### src/hw/sfpi_pkg.sv
// Package for the serial flash pin front end: link modes and timing.
// Assumes a single system clock at 125 MHz.
package sfpi_pkg;
    // Transfer width chosen by the instruction decoder
    typedef enum logic [1:0] {
        SFPI_SINGLE,
        SFPI_DUAL,
        SFPI_QUAD
    } sfpi_width_t;

    // Protection bits held in the status register outside this block
    typedef struct packed {
        logic       protect_complement;
        logic       protect_top_bottom;
        logic [3:0] block_protect;
        logic [1:0] status_protect_bits;
    } sfpi_prot_t;

    localparam int         SFPI_SYNC_STAGES = 2;
    localparam int         SFPI_BYTE_BITS   = 8;
    localparam logic [2:0] SFPI_CNT_ZERO    = 3'h0;
    localparam logic [2:0] SFPI_CNT_LAST    = 3'h7;
    localparam logic [3:0] SFPI_NIB_ZERO    = 4'h0;
    localparam logic [7:0] SFPI_BYTE_ZERO   = 8'h00;
    localparam logic [1:0] SFPI_SP_NONE     = 2'h0;
endpackage

### src/hw/sfpi_front.sv
// Pin-level front end of a serial flash target port.
// Assumes pins are asynchronous to i_clk and sampled well above link rate.
//
// Contract
// Chip select high: deselected, every data line driver off.
// Chip select low: selected, shifts instructions in, data out.
// After power-up, no instruction until chip select falls once.
// Running internal cycle continues after chip select rises.
// Single mode: host drives line 0, sampled on rising clock.
// Single mode: read data driven on line 1 at falling clock.
// Dual/quad: lines bidirectional, in on rise, out on fall.
// Quad only with quad enable; lines 2 and 3 lose control roles.
// Write protect low with protect bits blocks status writes.
// Hold while selected: outputs off, clock and input ignored.
// Hold release resumes without losing shift state.
// Hold and shared reset only in single and dual transfers.
// Dedicated reset pin always resets regardless of configuration.
// Eight-pin, quad enable clear: line 3 is hold or reset.
// Eight-pin, quad enable set: line 3 neither hold nor reset.
// Host may force reset through the enabled reset input.
// Hold enters/leaves with clock low, else at next falling edge.
// Host keeps chip select low during hold; rising resets state.
// Hardware reset returns logic to power-on, aborts shifting; code keeps rx_sh, o_rx_byte and dout, and loads tx_sh from i_tx_byte.
// Undriven data lines keep their output drivers disabled.
`timescale 1ns/1ns
`default_nettype none
module sfpi_front
    import sfpi_pkg::*;
#(
    parameter bit HAS_RESET_PIN = 1'b1
) (
    input  wire logic        i_clk,
    input  wire logic        i_reset_n,
    input  wire logic        i_cs_n,
    input  wire logic        i_sck,
    input  wire logic [3:0]  i_data_line,
    output logic      [3:0]  o_data_line,
    output logic      [3:0]  o_data_line_oe,
    input  wire logic        i_hw_reset_n,
    input  wire logic        i_quad_io_enable,
    input  wire logic        i_line3_is_reset,
    input  wire sfpi_prot_t  i_prot,
    input  wire sfpi_width_t i_width,
    input  wire logic        i_drive_out,
    input  wire logic [7:0]  i_tx_byte,
    input  wire logic        i_busy,
    output logic             o_tx_take,
    output logic      [7:0]  o_rx_byte,
    output logic             o_rx_valid,
    output logic             o_selected,
    output logic             o_hold,
    output logic             o_status_write_ok,
    output logic             o_busy,
    output logic             o_pin_reset
);
    // ****************************************************************
    // Pin synchronisers
    // ****************************************************************
    logic [1:0] cs_s, sck_s, rst_s;
    logic [1:0] d_s [4];
    always_ff @(posedge i_clk or negedge i_reset_n) begin
        if (!i_reset_n) begin
            // Reset low: a fall needs a real high sample first
            cs_s  <= 2'h0;
            sck_s <= 2'h0;
            rst_s <= 2'h3;
            for (int i = 0; i < 4; i++) d_s[i] <= 2'h3;
        end else begin
            cs_s  <= {cs_s[0], i_cs_n};
            sck_s <= {sck_s[0], i_sck};
            rst_s <= {rst_s[0], i_hw_reset_n};
            for (int i = 0; i < 4; i++) d_s[i] <= {d_s[i][0], i_data_line[i]};
        end
    end

    wire cs_n   = cs_s[1];
    wire sck    = sck_s[1];
    wire [3:0] din = {d_s[3][1], d_s[2][1], d_s[1][1], d_s[0][1]};
    logic sck_q, cs_q;
    wire sck_rise = sck & ~sck_q;
    wire sck_fall = ~sck & sck_q;
    wire cs_fall  = ~cs_n & cs_q;

    // ****************************************************************
    // Pin role selection
    // ****************************************************************
    wire quad_ok    = i_quad_io_enable;
    wire quad_mode  = (i_width == SFPI_QUAD) & quad_ok;
    // Line 3 control roles only while quad enable clear
    wire l3_ctrl    = ~i_quad_io_enable;
    wire hold_pin_n = (l3_ctrl & ~i_line3_is_reset) ? din[3] : 1'b1;
    wire rst3_act   = l3_ctrl & i_line3_is_reset & ~din[3];
    wire rstp_act   = HAS_RESET_PIN & ~rst_s[1];
    wire pin_reset  = rst3_act | rstp_act;
    wire wp_n       = i_quad_io_enable ? 1'b1 : din[2];

    // Status write blocked by write protect when protect bits armed
    assign o_status_write_ok = ~(~wp_n &
        (i_prot.status_protect_bits != SFPI_SP_NONE));
    assign o_busy = i_busy;  // Internal cycle is not tied to select

    // ****************************************************************
    // Select, hold and shifting
    // ****************************************************************
    logic       armed;      // Set by first chip select fall
    logic       hold;
    logic [2:0] bit_cnt;
    logic [7:0] rx_sh, tx_sh;
    logic [3:0] dout;
    logic       out_en;

    wire selected  = ~cs_n & armed;
    // Hold changes only while serial clock low or at its fall
    wire hold_req  = selected & ~hold_pin_n & ~quad_mode;
    wire hold_step = ~sck | sck_fall;
    wire next_hold = hold_step ? hold_req : hold;
    wire active    = selected & ~hold;
    wire [2:0] step = (i_width == SFPI_DUAL) ? 3'h2 :
                      quad_mode ? 3'h4 : 3'h1;
    wire [3:0] step4 = {1'b0, step};
    wire [3:0] sum = {1'b0, bit_cnt} + step4;
    wire byte_done = sum[3];
    wire [7:0] rx_next = (i_width == SFPI_DUAL) ? {rx_sh[5:0], din[1:0]} :
                         quad_mode ? {rx_sh[3:0], din} :
                         {rx_sh[6:0], din[0]};
    wire [3:0] tx_bits = (i_width == SFPI_DUAL) ? {2'h0, tx_sh[7:6]} :
                         quad_mode ? tx_sh[7:4] : {2'h0, tx_sh[7], 1'b0};
    wire [3:0] oe_mask = (i_width == SFPI_DUAL) ? 4'h3 :
                         quad_mode ? 4'hf : 4'h2;

    always_ff @(posedge i_clk or negedge i_reset_n) begin
        if (!i_reset_n) begin
            sck_q <= 1'b0;
            cs_q  <= 1'b0;
            armed <= 1'b0;
        end else begin
            sck_q <= sck;
            cs_q  <= cs_n;
            if (pin_reset) armed <= 1'b0;
            else if (cs_fall) armed <= 1'b1;
        end
    end

    // Shift state survives hold; only deselect or reset clears it
    always_ff @(posedge i_clk or negedge i_reset_n) begin
        if (!i_reset_n) begin
            hold       <= 1'b0;
            bit_cnt    <= SFPI_CNT_ZERO;
            rx_sh      <= SFPI_BYTE_ZERO;
            tx_sh      <= SFPI_BYTE_ZERO;
            o_rx_byte  <= SFPI_BYTE_ZERO;
            o_rx_valid <= 1'b0;
            dout       <= SFPI_NIB_ZERO;
            out_en     <= 1'b0;
        end else if (pin_reset || !selected) begin
            hold       <= 1'b0;
            bit_cnt    <= SFPI_CNT_ZERO;
            tx_sh      <= i_tx_byte;
            o_rx_valid <= 1'b0;
            out_en     <= 1'b0;
        end else begin
            hold       <= next_hold;
            o_rx_valid <= 1'b0;
            if (active && sck_rise && !i_drive_out) begin
                rx_sh   <= rx_next;
                bit_cnt <= sum[2:0];
                if (byte_done) begin
                    o_rx_byte  <= rx_next;
                    o_rx_valid <= 1'b1;
                end
            end
            if (active && sck_fall && i_drive_out) begin
                dout    <= tx_bits;
                out_en  <= 1'b1;
                bit_cnt <= sum[2:0];
                tx_sh   <= byte_done ? i_tx_byte
                         : (tx_sh << step);
            end
            if (!i_drive_out) out_en <= 1'b0;
        end
    end

    assign o_tx_take  = active & sck_fall & i_drive_out & byte_done;
    assign o_selected = selected;
    assign o_hold     = hold;
    assign o_pin_reset = pin_reset;
    // Drivers off when deselected, held, or line not ours
    assign o_data_line_oe = (out_en & active) ? oe_mask : 4'h0;
    assign o_data_line    = dout & o_data_line_oe;
endmodule // sfpi_front
`default_nettype wire

### config.mk
export PLATFORM = sky130hd
export DESIGN_NAME = sfpi_front
export DESIGN_NICKNAME = d
export VERILOG_FILES = /design/src/hw/sfpi_pkg.sv /design/src/hw/sfpi_front.sv
export SDC_FILE = /design/constraint.sdc
export NUM_CORES = 1
export LEC_CHECK = 0
export CORE_ASPECT_RATIO = 1.75
export CORE_MARGIN = 2
export CORE_UTILIZATION = 62
export CTS_CLUSTER_SIZE = 28
export DETAILED_ROUTE_END_ITERATION = 16
export DONT_BUFFER_PORTS = 1
export MAX_ROUTING_LAYER = met4
export PLACE_DENSITY = 0.89
export SYNTH_ARGS = -nofsm -noshare
export SYNTH_HDL_FRONTEND = slang
export SYNTH_SLANG_ARGS = --single-unit
### constraint.sdc
create_clock -name i_clk -period 3 [get_ports i_clk]
set_clock_uncertainty 0.15 [all_clocks]
set_input_delay 0.3 -clock i_clk [delete_from_list [all_inputs] [get_ports i_clk]]
set_output_delay 0.3 -clock i_clk [all_outputs]
set_load 0.01 [all_outputs]
==> results.md, run 1 <==
* Status: finished clean
* Commonest non-fill, non-tap cell in the layout: dfrtp_1
* CTS buffer count at 5
* R2R cell count at 4
* Finished Layout Cells at 271
* Yosys Warn Count at 0
* MaxCap Viol Count at 0
* R2R Setup Slk at 0.58 ns
* Hold Path Class: in -> reg
* Row count at 29
* RR Startpoint: o_hold
* Setup total negative slack at 0 ns
* Nets at 258
* Clock Pin Slew Worst Setup and Hold Paths at 0.09 ns
* PD cells at 466 nW/um^2
* Cell area after synthesis at 2340 sq um
* Gr ovfl total at 0
* Core area at 3630 sq um
* Synthesized instance count at 212
* CP cell instances: nor3b_1 -> nand2_1 -> nor2_1 -> and2_1
* Synth Flop Type: dfrtp_1
* Area grow syn2layout at 11.1%
* Port-buffer cells at 0
* Clock latency on the worst-skew pair at 0.30 ns
* Routed wire per std cell at 17.5 um
* Post-synth cell types at 43
* Max incr delay on CP at 0.54 ns
* Num ports at 54
* Worst vdd ir at 0.480 mV
* CP Class: reg -> out
* Die Y at 85.4 um
* Final setup fails at 0
* DRC viols at 0
* Dpl hpwl at 3360 um
* Leak pwr at 1.20 nW
* Tcrit/Tclk final at 0.820
* Worst EP required at 2.55 ns
* Flops & latches, synth at 50
* Initial core utilization at 0.646
* RSZ-0062 raised after global routing: false
* DRT iter0 DRCs at 47
* Slew headroom at 0.456
* Clock root buffer: clkbuf_8
* GR peak layer: met2
* Reg2Reg Capture Point: rx_sh[4]
* Post-DP Area at 2380 sq um
* Number of routed nets with antenna violations at 0
* Crit start category: flop
* Met3 usage in global routing at 0.0546
* Post-synth EDFFs at 0
* Die width at 50.5 um
* Fillers at 274
* Dpl cells at 252
* Post-route cell area at 2610 sq um
* Synth async-reset ratio at 1.00
* CP Capture Type: primary output
* Stages on the worst setup path at 4
* Post-route minimum period at 2.46 ns
* Arr. time, crit path at 2.01 ns
* Slew Viols, Final at 0
* Final hold violations at 0
* Final estimated routing congestion in global placement at 0.812
* Post-Route WL at 4730 um
* Vias after detailed routing at 1697
* Met1 Use GR at 0.276
* Htree depth at 2
* Sequential fraction of the synthesis area at 0.539
* Total global-route track usage at 0.254
* CP max FO at 6
* Worst setup path endpoint: o_data_line[0]
* Met2 Usage GRT at 0.413
* Initial antenna violation count at 0
* Least-Margin Pin Slew at 0.807 ns
* Fmax at 406 MHz
* Crit path from: o_hold
* Share of layout cells above drive strength 1 at 0.218
* Clock sink total at 50
* First-pass GRT wire length at 7900 um
* Mean area per synthesized cell at 11.1 sq um
* Die area at 4310 sq um
* Antenna cells at 0
* Mapped Nets at 246
* CP bufs+invs at 0
* First-pass DRT Iterations at 4
* CP max-delay cell: nor3b_1
* CTS tree: yes
* Drt via density at 6.26
* Postcts setup bufs at 0
* Most frequent cells in the layout: dfrtp_1, nand2_1, mux2_2
* Largest net degree at the start of global routing at 51
* Crit path max-delay family: simple AND/OR/NAND/NOR gates
* Vias in the first global route at 1722
* Max Root-Sink Buffers at 2
[cells by family (layout without fill, tap and decap cells)]
logic type	after synthesis	in the layout	share of synthesized area
compound gates	43	43	0.125
xor+xnor	1	1	0.00374
fa+ha+maj	3	3	0.0192
buf+inv	19	32	0.0374
flops	50	50	0.539
mux	25	25	0.116
simple gates	71	71	0.160
[where the power goes]
group	leakage, nW	total (W)	switching (W)	internal (W)
Sequential	0.621	0.000720	0.0000189	0.000701
Combinational	0.531	0.0000902	0.0000501	0.0000401
Clock	0.0472	0.000403	0.000218	0.000185
Total	1.20	0.00121	0.000287	0.000926
[cell type report]
cell class | count | area, sq um | share of cell area
clock buffer | 6 | 82.6 | 0.0317
clock inverter | 2 | 12.5 | 0.00480
inverter | 8 | 30.0 | 0.0115
multi-input combinational | 143 | 993 | 0.381
sequential | 50 | 1260 | 0.485
tap | 46 | 57.6 | 0.0221
timing repair buffer | 16 | 165 | 0.0634
[through the flow]
step	hold WS (ns)	worst slack, ns	power [W]	utilization
finish	0.0101	0.539	0.00121	0.718
global route	0.0140	0.359	0.00126	0.718
CTS	0.00855	0.509	0.00122	0.718
detailed placement	-0.144	0.510	0.000795	0.657
global placement	-0.144	0.570	0.000791	0.657
floorplan	-0.146	0.422	0.000778	-
[routing by layer]
layer | vias up | wire [um]
li1 | 781 | -
met1 | 844 | 1660
met2 | 60 | 2670
met3 | 12 | 246
met4 | 0 | 154
met5 | - | 0
[registers in the layout, summed over array words and instances (netlist names)]
register	count
rst_s	2
sck_q	1
o_rx_byte	8
rx_sh	7
cs_s	2
o_hold	1
cs_q	1
out_en	1
bit_cnt	3
d_s	8
dout	4
sck_s	2
armed	1
o_rx_valid	1
tx_sh	8
[how the worst min path moves through the flow]
stage	to	cells past startpoint	startpoint	slack, ns
6_report	tx_sh[7]	2	i_tx_byte[7]	0.01
5_1_grt	tx_sh[7]	2	i_tx_byte[7]	0.01
4_1_cts	tx_sh[7]	2	i_tx_byte[7]	0.009
3_5_place_dp	cs_q	0	i_reset_n	-0.14
3_3_place_gp	armed	0	i_reset_n	-0.14
2_1_floorplan	armed	0	i_reset_n	-0.15
[synth_stat cells, drive strengths merged, types with 3 or more instances]
master  instances  area (sq um)
buf             6          38.8
nand2          19          71.3
nor3            8          51.3
or3b            3          26.3
inv             8          30.0
a31oi           7          43.8
dfrtp          40          1000
clkbuf          5          18.8
a21oi           9          45.0
nand4           3          18.8
dfstp          10           263
mux2           18           203
o21ai          10          50.1
a22oi           6          45.0
mux2i           7          70.1
nor2           16          60.1
nand3           9          45.0
[what timing repair did]
item | CTS | global route
hold buffers | 11 | 0
hold endpoints to repair | 59 | 0
resized for setup | 0 | 0
Note: power is estimated with default switching activity, not from simulation.
==> run 2: changes to the inputs <==
- clock period: 3 -> 2.3 ns (I/O delays scaled with it)
==> run 2 against run 1 <==
  * Combinational power up 52%
  * Worst setup slack worse by 0.43 ns
  * Via count up 5.2%
  * Largest cell class unchanged
  * Cell count up 5.2%
  * First-iteration DRC count up 96%
  * Critical endpoint is now o_tx_take
  * Sequential power up 31%
  * Clock power up 36%
  * Highest routed layer unchanged
  * Critical path type unchanged
==> results.md, run 2 (synthesis results as in run 1) <==
* Final core occ at 0.763
* Gr ovfl total at 0
* CTS tree: yes
* Fmax at 457 MHz
* Total global-route track usage at 0.269
* Dpl hpwl at 3490 um
* Finished Layout Cells at 285
* Routed wire per std cell at 18.1 um
* Status: finished clean
* Num ports at 54
* Die Y at 85.4 um
* Max Root-Sink Buffers at 2
* Most frequent cells in the layout: dfrtp_1, nand2_1, dlygate4sd3_1
* Drt via density at 6.27
* Arr. time, crit path at 1.81 ns
* Post-Route WL at 5150 um
* Worst EP required at 1.92 ns
* Commonest non-fill, non-tap cell in the layout: dfrtp_1
* Port-buffer cells at 0
* Tcrit/Tclk final at 0.951
* Antenna cells at 0
* Initial core utilization at 0.646
* First-pass DRT Iterations at 4
* CP Capture Type: primary output
* MaxCap Viol Count at 0
* Least-Margin Pin Slew at 0.634 ns
* Clock latency on the worst-skew pair at 0.31 ns
* Row count at 29
* Core area at 3630 sq um
* DRC viols at 0
* RSZ-0062 raised after global routing: false
* Fin worst setup slack at 0.112 ns
* CP max FO at 7
* Clock Pin Slew Worst Setup and Hold Paths at 0.10 ns
* Vias in the first global route at 1821
* CP Class: reg -> out
* Initial antenna violation count at 0
* Vias after detailed routing at 1786
* Die width at 50.5 um
* Hold Path Class: in -> reg
* CP max-delay cell: dfrtp_1
* Share of layout cells above drive strength 1 at 0.251
* Final estimated routing congestion in global placement at 0.854
* Largest registers: d_s (8), o_rx_byte (8), tx_sh (8)
* Htree depth at 2
* DRT iter0 DRCs at 92
* Worst vdd ir at 0.682 mV
* Number of routed nets with antenna violations at 0
* Area grow syn2layout at 18.1%
* Setup total negative slack at 0 ns
* Leak pwr at 1.27 nW
* Die area at 4310 sq um
* Clock root buffer: clkbuf_8
* Max incr delay on CP at 0.45 ns
* Slew headroom at 0.573
* Final hold violations at 0
* Dpl cells at 258
* CTS buffer count at 5
* Final setup fails at 0
* Post-route minimum period at 2.19 ns
* Crit start category: flop
* DP Worst Slack at 0.160 ns
* Slew Viols, Final at 0
* Clock sink total at 50
* Nets at 272
* First-pass GRT wire length at 8450 um
* CP cell instances: ha_4 -> nand2_2 -> o41a_1 -> buf_4 -> nor2_2
* Largest net degree at the start of global routing at 51
* PD cells at 586 nW/um^2
[run 2: cell count changes in the layout (fill, tap and decap cells not counted), sizes merged]
cell	change
dlygate4sd3	+8
clkbuf	-1
clkinvlp	-1
buf	+6
inv	+2
[run 2: area by class of cell]
| class | instances | area, sq um |
|---|---|---|
| fillers | 241 | 860 |
| clock inverters | 3 | 28.8 |
| clock buffers | 5 | 68.8 |
| well taps | 46 | 57.6 |
| flip-flops and latches | 50 | 1260 |
| repair buffers | 30 | 290 |
| multi-input cells | 143 | 1030 |
| inverters | 8 | 32.5 |
[run 2: power breakdown]
group          total [W]  switching [W]  internal (W)  leakage, nW
Combinational   0.000137      0.0000717     0.0000649        0.594
Sequential      0.000940      0.0000255      0.000914        0.621
Clock           0.000547       0.000319      0.000228       0.0506
[run 2: worst max-delay path: cells and delay by family (launching register included)]
| family | cells | cell delay, ns |
|---|---|---|
| compound gates | 1 | 0.37 |
| fa+ha+maj | 1 | 0.29 |
| buf+inv | 1 | 0.20 |
| flops | 1 | 0.45 |
| simple gates | 2 | 0.19 |
[run 2: layer usage]
layer  part of all wire  GRT usage  up-vias
met5                  0          -        -
met4              0.030      0.135        0
met3              0.046     0.0475       16
met2               0.55      0.457       64
met1               0.37      0.298      895
li1                   -          -      811
[run 2: repair_timing]
action	CTS	global route
setup buffers	0	0
setup endpoints to repair	0	1
hold endpoints to repair	65	1
hold buffers	18	1
resized for setup	0	1
[run 2: path summary, 6_finish.rpt]
path,start,to,cells after the start,slack (ns)
max,bit_cnt[1],o_tx_take,5,0.11
min,i_tx_byte[4],tx_sh[4],2,0.005
max reg2reg,bit_cnt[1],o_rx_byte[6],6,0.16
min reg2reg,cs_s[0],cs_s[1],0,0.20
max in group asynchronous,i_reset_n,d_s[6],2,1.46
min in group asynchronous,i_reset_n,cs_q,2,0.26
[run 2: per-stage QoR]
step | area [sq um] | hold slack (ns) | power, W
2_1_floorplan | 2390 | -0.216 | 0.00102
3_3_place_gp | 2460 | -0.214 | 0.00104
3_5_place_dp | 2460 | -0.214 | 0.00104
4_1_cts | 2760 | 0.0000969 | 0.00163
5_1_grt | 2770 | 0.00391 | 0.00168
6_report | 2770 | 0.00499 | 0.00162
==> run 3: changes to the inputs <==
- ABC_AREA: default -> 1
- CORE_MARGIN: 2 -> 5
==> run 3 against run 2 <==
  * Cell area down 3.0%
  * Sequential share of layout area up 1.4 points
  * Die area up 21%
  * First-iteration DRC count down 46%
  * Worst setup slack better by 0.17 ns
  * Hold slack about the same
  * Sequential cell count unchanged
  * Clock power down 7.1%
  * Largest power group unchanged
  * Critical path type unchanged
  * Global-route usage down 4.6 points
  * Register-to-register slack better by 0.14 ns
==> results.md, run 3 <==
* Arr. time, crit path at 1.64 ns
* Area contributors post-synth: dfrtp_1, nand2_1, dfstp_2
* Cell area after synthesis at 2370 sq um
* Most frequent cells in the layout: nand2_1, dfrtp_1, inv_1
* Worst EP required at 1.92 ns
* Sequential fraction of the synthesis area at 0.532
* Drt via density at 5.54
* Synth async-reset ratio at 1.00
* GR peak layer: met2
* Commonest non-fill, non-tap cell in the layout: nand2_1
* CP Class: reg -> out
* Leak pwr at 1.38 nW
* Core area at 3660 sq um
* Final estimated routing congestion in global placement at 0.861
* Met3 usage in global routing at 0.0463
* Mean area per synthesized cell at 8.60 sq um
* Yosys Warn Count at 0
* First-pass DRT Iterations at 4
* Slew Viols, Final at 0
* Die Y at 91.9 um
* Total power at 0.00160 W
* Port-buffer cells at 0
* Clock latency on the worst-skew pair at 0.31 ns
* Met2 Usage GRT at 0.389
* Least-Margin Pin Slew at 0.367 ns
* Vias in the first global route at 1955
* First-pass GRT wire length at 8770 um
* Largest net degree at the start of global routing at 51
* DRC viols at 0
* Final setup fails at 0
* Status: finished clean
* Setup total negative slack at 0 ns
* Num ports at 54
* Synth Flop Type: dfrtp_1
* Post-synth EDFFs at 0
* Total global-route track usage at 0.223
* CP max FO at 3
* Post-Route WL at 5140 um
* Initial core utilization at 0.648
* Clock sink total at 50
* CP Capture Type: primary output
* Row count at 29
* Fmax at 496 MHz
* Flops & latches, synth at 50
* Hold Path Class: in -> reg
* Clock root buffer: clkbuf_8
* Share of layout cells above drive strength 1 at 0.148
* Post-route minimum period at 2.02 ns
* Initial antenna violation count at 0
* Die area at 5210 sq um
* Routed wire per std cell at 14.9 um
* Max Root-Sink Buffers at 2
* Postcts setup bufs at 0
* RSZ-0062 raised after global routing: false
* CTS tree: yes
* Met1 Use GR at 0.233
* Post-synth cell types at 33
* Clock Pin Slew Worst Setup and Hold Paths at 0.09 ns
* MaxCap Viol Count at 0
* Area grow syn2layout at 13.2%
* Gr ovfl total at 0
* Final core occ at 0.733
* Top-count cell post-synth: nand2_1
* Antenna cells at 0
* CTS buffer count at 5
* Leading area contributor after synthesis: dfrtp_1
* Htree depth at 2
* Mapped Nets at 310
* PD cells at 597 nW/um^2
* Number of routed nets with antenna violations at 0
* Synthesized instance count at 276
* Tcrit/Tclk final at 0.877
* Final hold violations at 0
* Crit start category: flop
* Post-synth top cells: nand2_1, dfrtp_1, inv_1, nor2_1, o21ai_0
* DRT iter0 DRCs at 50
* Largest registers: d_s (8), o_rx_byte (8), tx_sh (8)
* Vias after detailed routing at 1906
* Die width at 56.8 um
* Worst vdd ir at 0.797 mV
* Synth top area share at 0.422
* Nets at 331
* Slew headroom at 0.754
* Dpl hpwl at 3650 um
[run 3: final timing paths]
path	cells after the start	to	startpoint	slack [ns]
setup / recovery	5	o_tx_take	bit_cnt[2]	0.28
hold / removal	4	tx_sh[6]	i_tx_byte[6]	0.005
setup reg to reg	7	o_rx_byte[3]	bit_cnt[2]	0.30
hold reg to reg	0	cs_s[1]	cs_s[0]	0.21
max in group asynchronous	2	d_s[7]	i_reset_n	1.45
min in group asynchronous	2	cs_q	i_reset_n	0.27
[run 3: cell families (layout without fill, tap and decap cells)]
| kind of cell | after synthesis | count (layout) | share of synthesized area |
|---|---|---|---|
| AOI/OAI and AO/OA | 37 | 37 | 0.0986 |
| DFF | 50 | 50 | 0.532 |
| xor gates and xnor gates | 1 | 1 | 0.00369 |
| buffers and inverters | 44 | 66 | 0.0749 |
| adders and majority gates | 3 | 3 | 0.0190 |
| and+or+nand+nor | 141 | 141 | 0.271 |
[run 3: worst max-delay path: stages, from the launching register on]
cell and delay [ns]:
dfrtp_1 0.41, ha_1 0.34, nand2_1 0.06, inv_1 0.06
nand4_2 0.14, a21oi_1 0.32
[run 3: routing by layer]
metal / part of all wire / vias to the layer above / routed length, um
met2: 0.56 / 76 / 2860
met4: 0.030 / 0 / 152
met1: 0.35 / 900 / 1810
li1: - / 915 / -
met3: 0.060 / 15 / 310
met5: 0 / - / 0
[run 3: per-stage QoR]
step	setup WS, ns	cells	area, sq um	hold WS, ns
6_report	0.282	344	2690	0.00498
5_1_grt	0.137	344	2690	0.0233
4_1_cts	0.283	343	2680	0.000193
3_5_place_dp	0.292	322	2440	-0.215
3_3_place_gp	0.352	322	2440	-0.215
2_1_floorplan	0.379	276	2370	-0.216
[run 3: repair_timing]
action                    4_1_cts  5_1_grt
resized for setup               0        0
hold endpoints to repair       62        1
hold buffers                   13        1
[run 3: final cells by class]
cell class / count / area [sq um]
clock buffer: 5 / 68.8
clock inverter: 3 / 21.3
fill: 265 / 978
inverter: 39 / 148
multi-input combinational: 182 / 932
sequential: 50 / 1260
tap: 46 / 57.6
timing repair buffer: 19 / 195
[run 3: where the power goes]
group	leakage [nW]	internal (W)	switching, W
sequential	0.590	0.000917	0.0000228
clock	0.0441	0.000214	0.000294
combinational	0.743	0.0000609	0.0000957
total	1.38	0.00119	0.000412
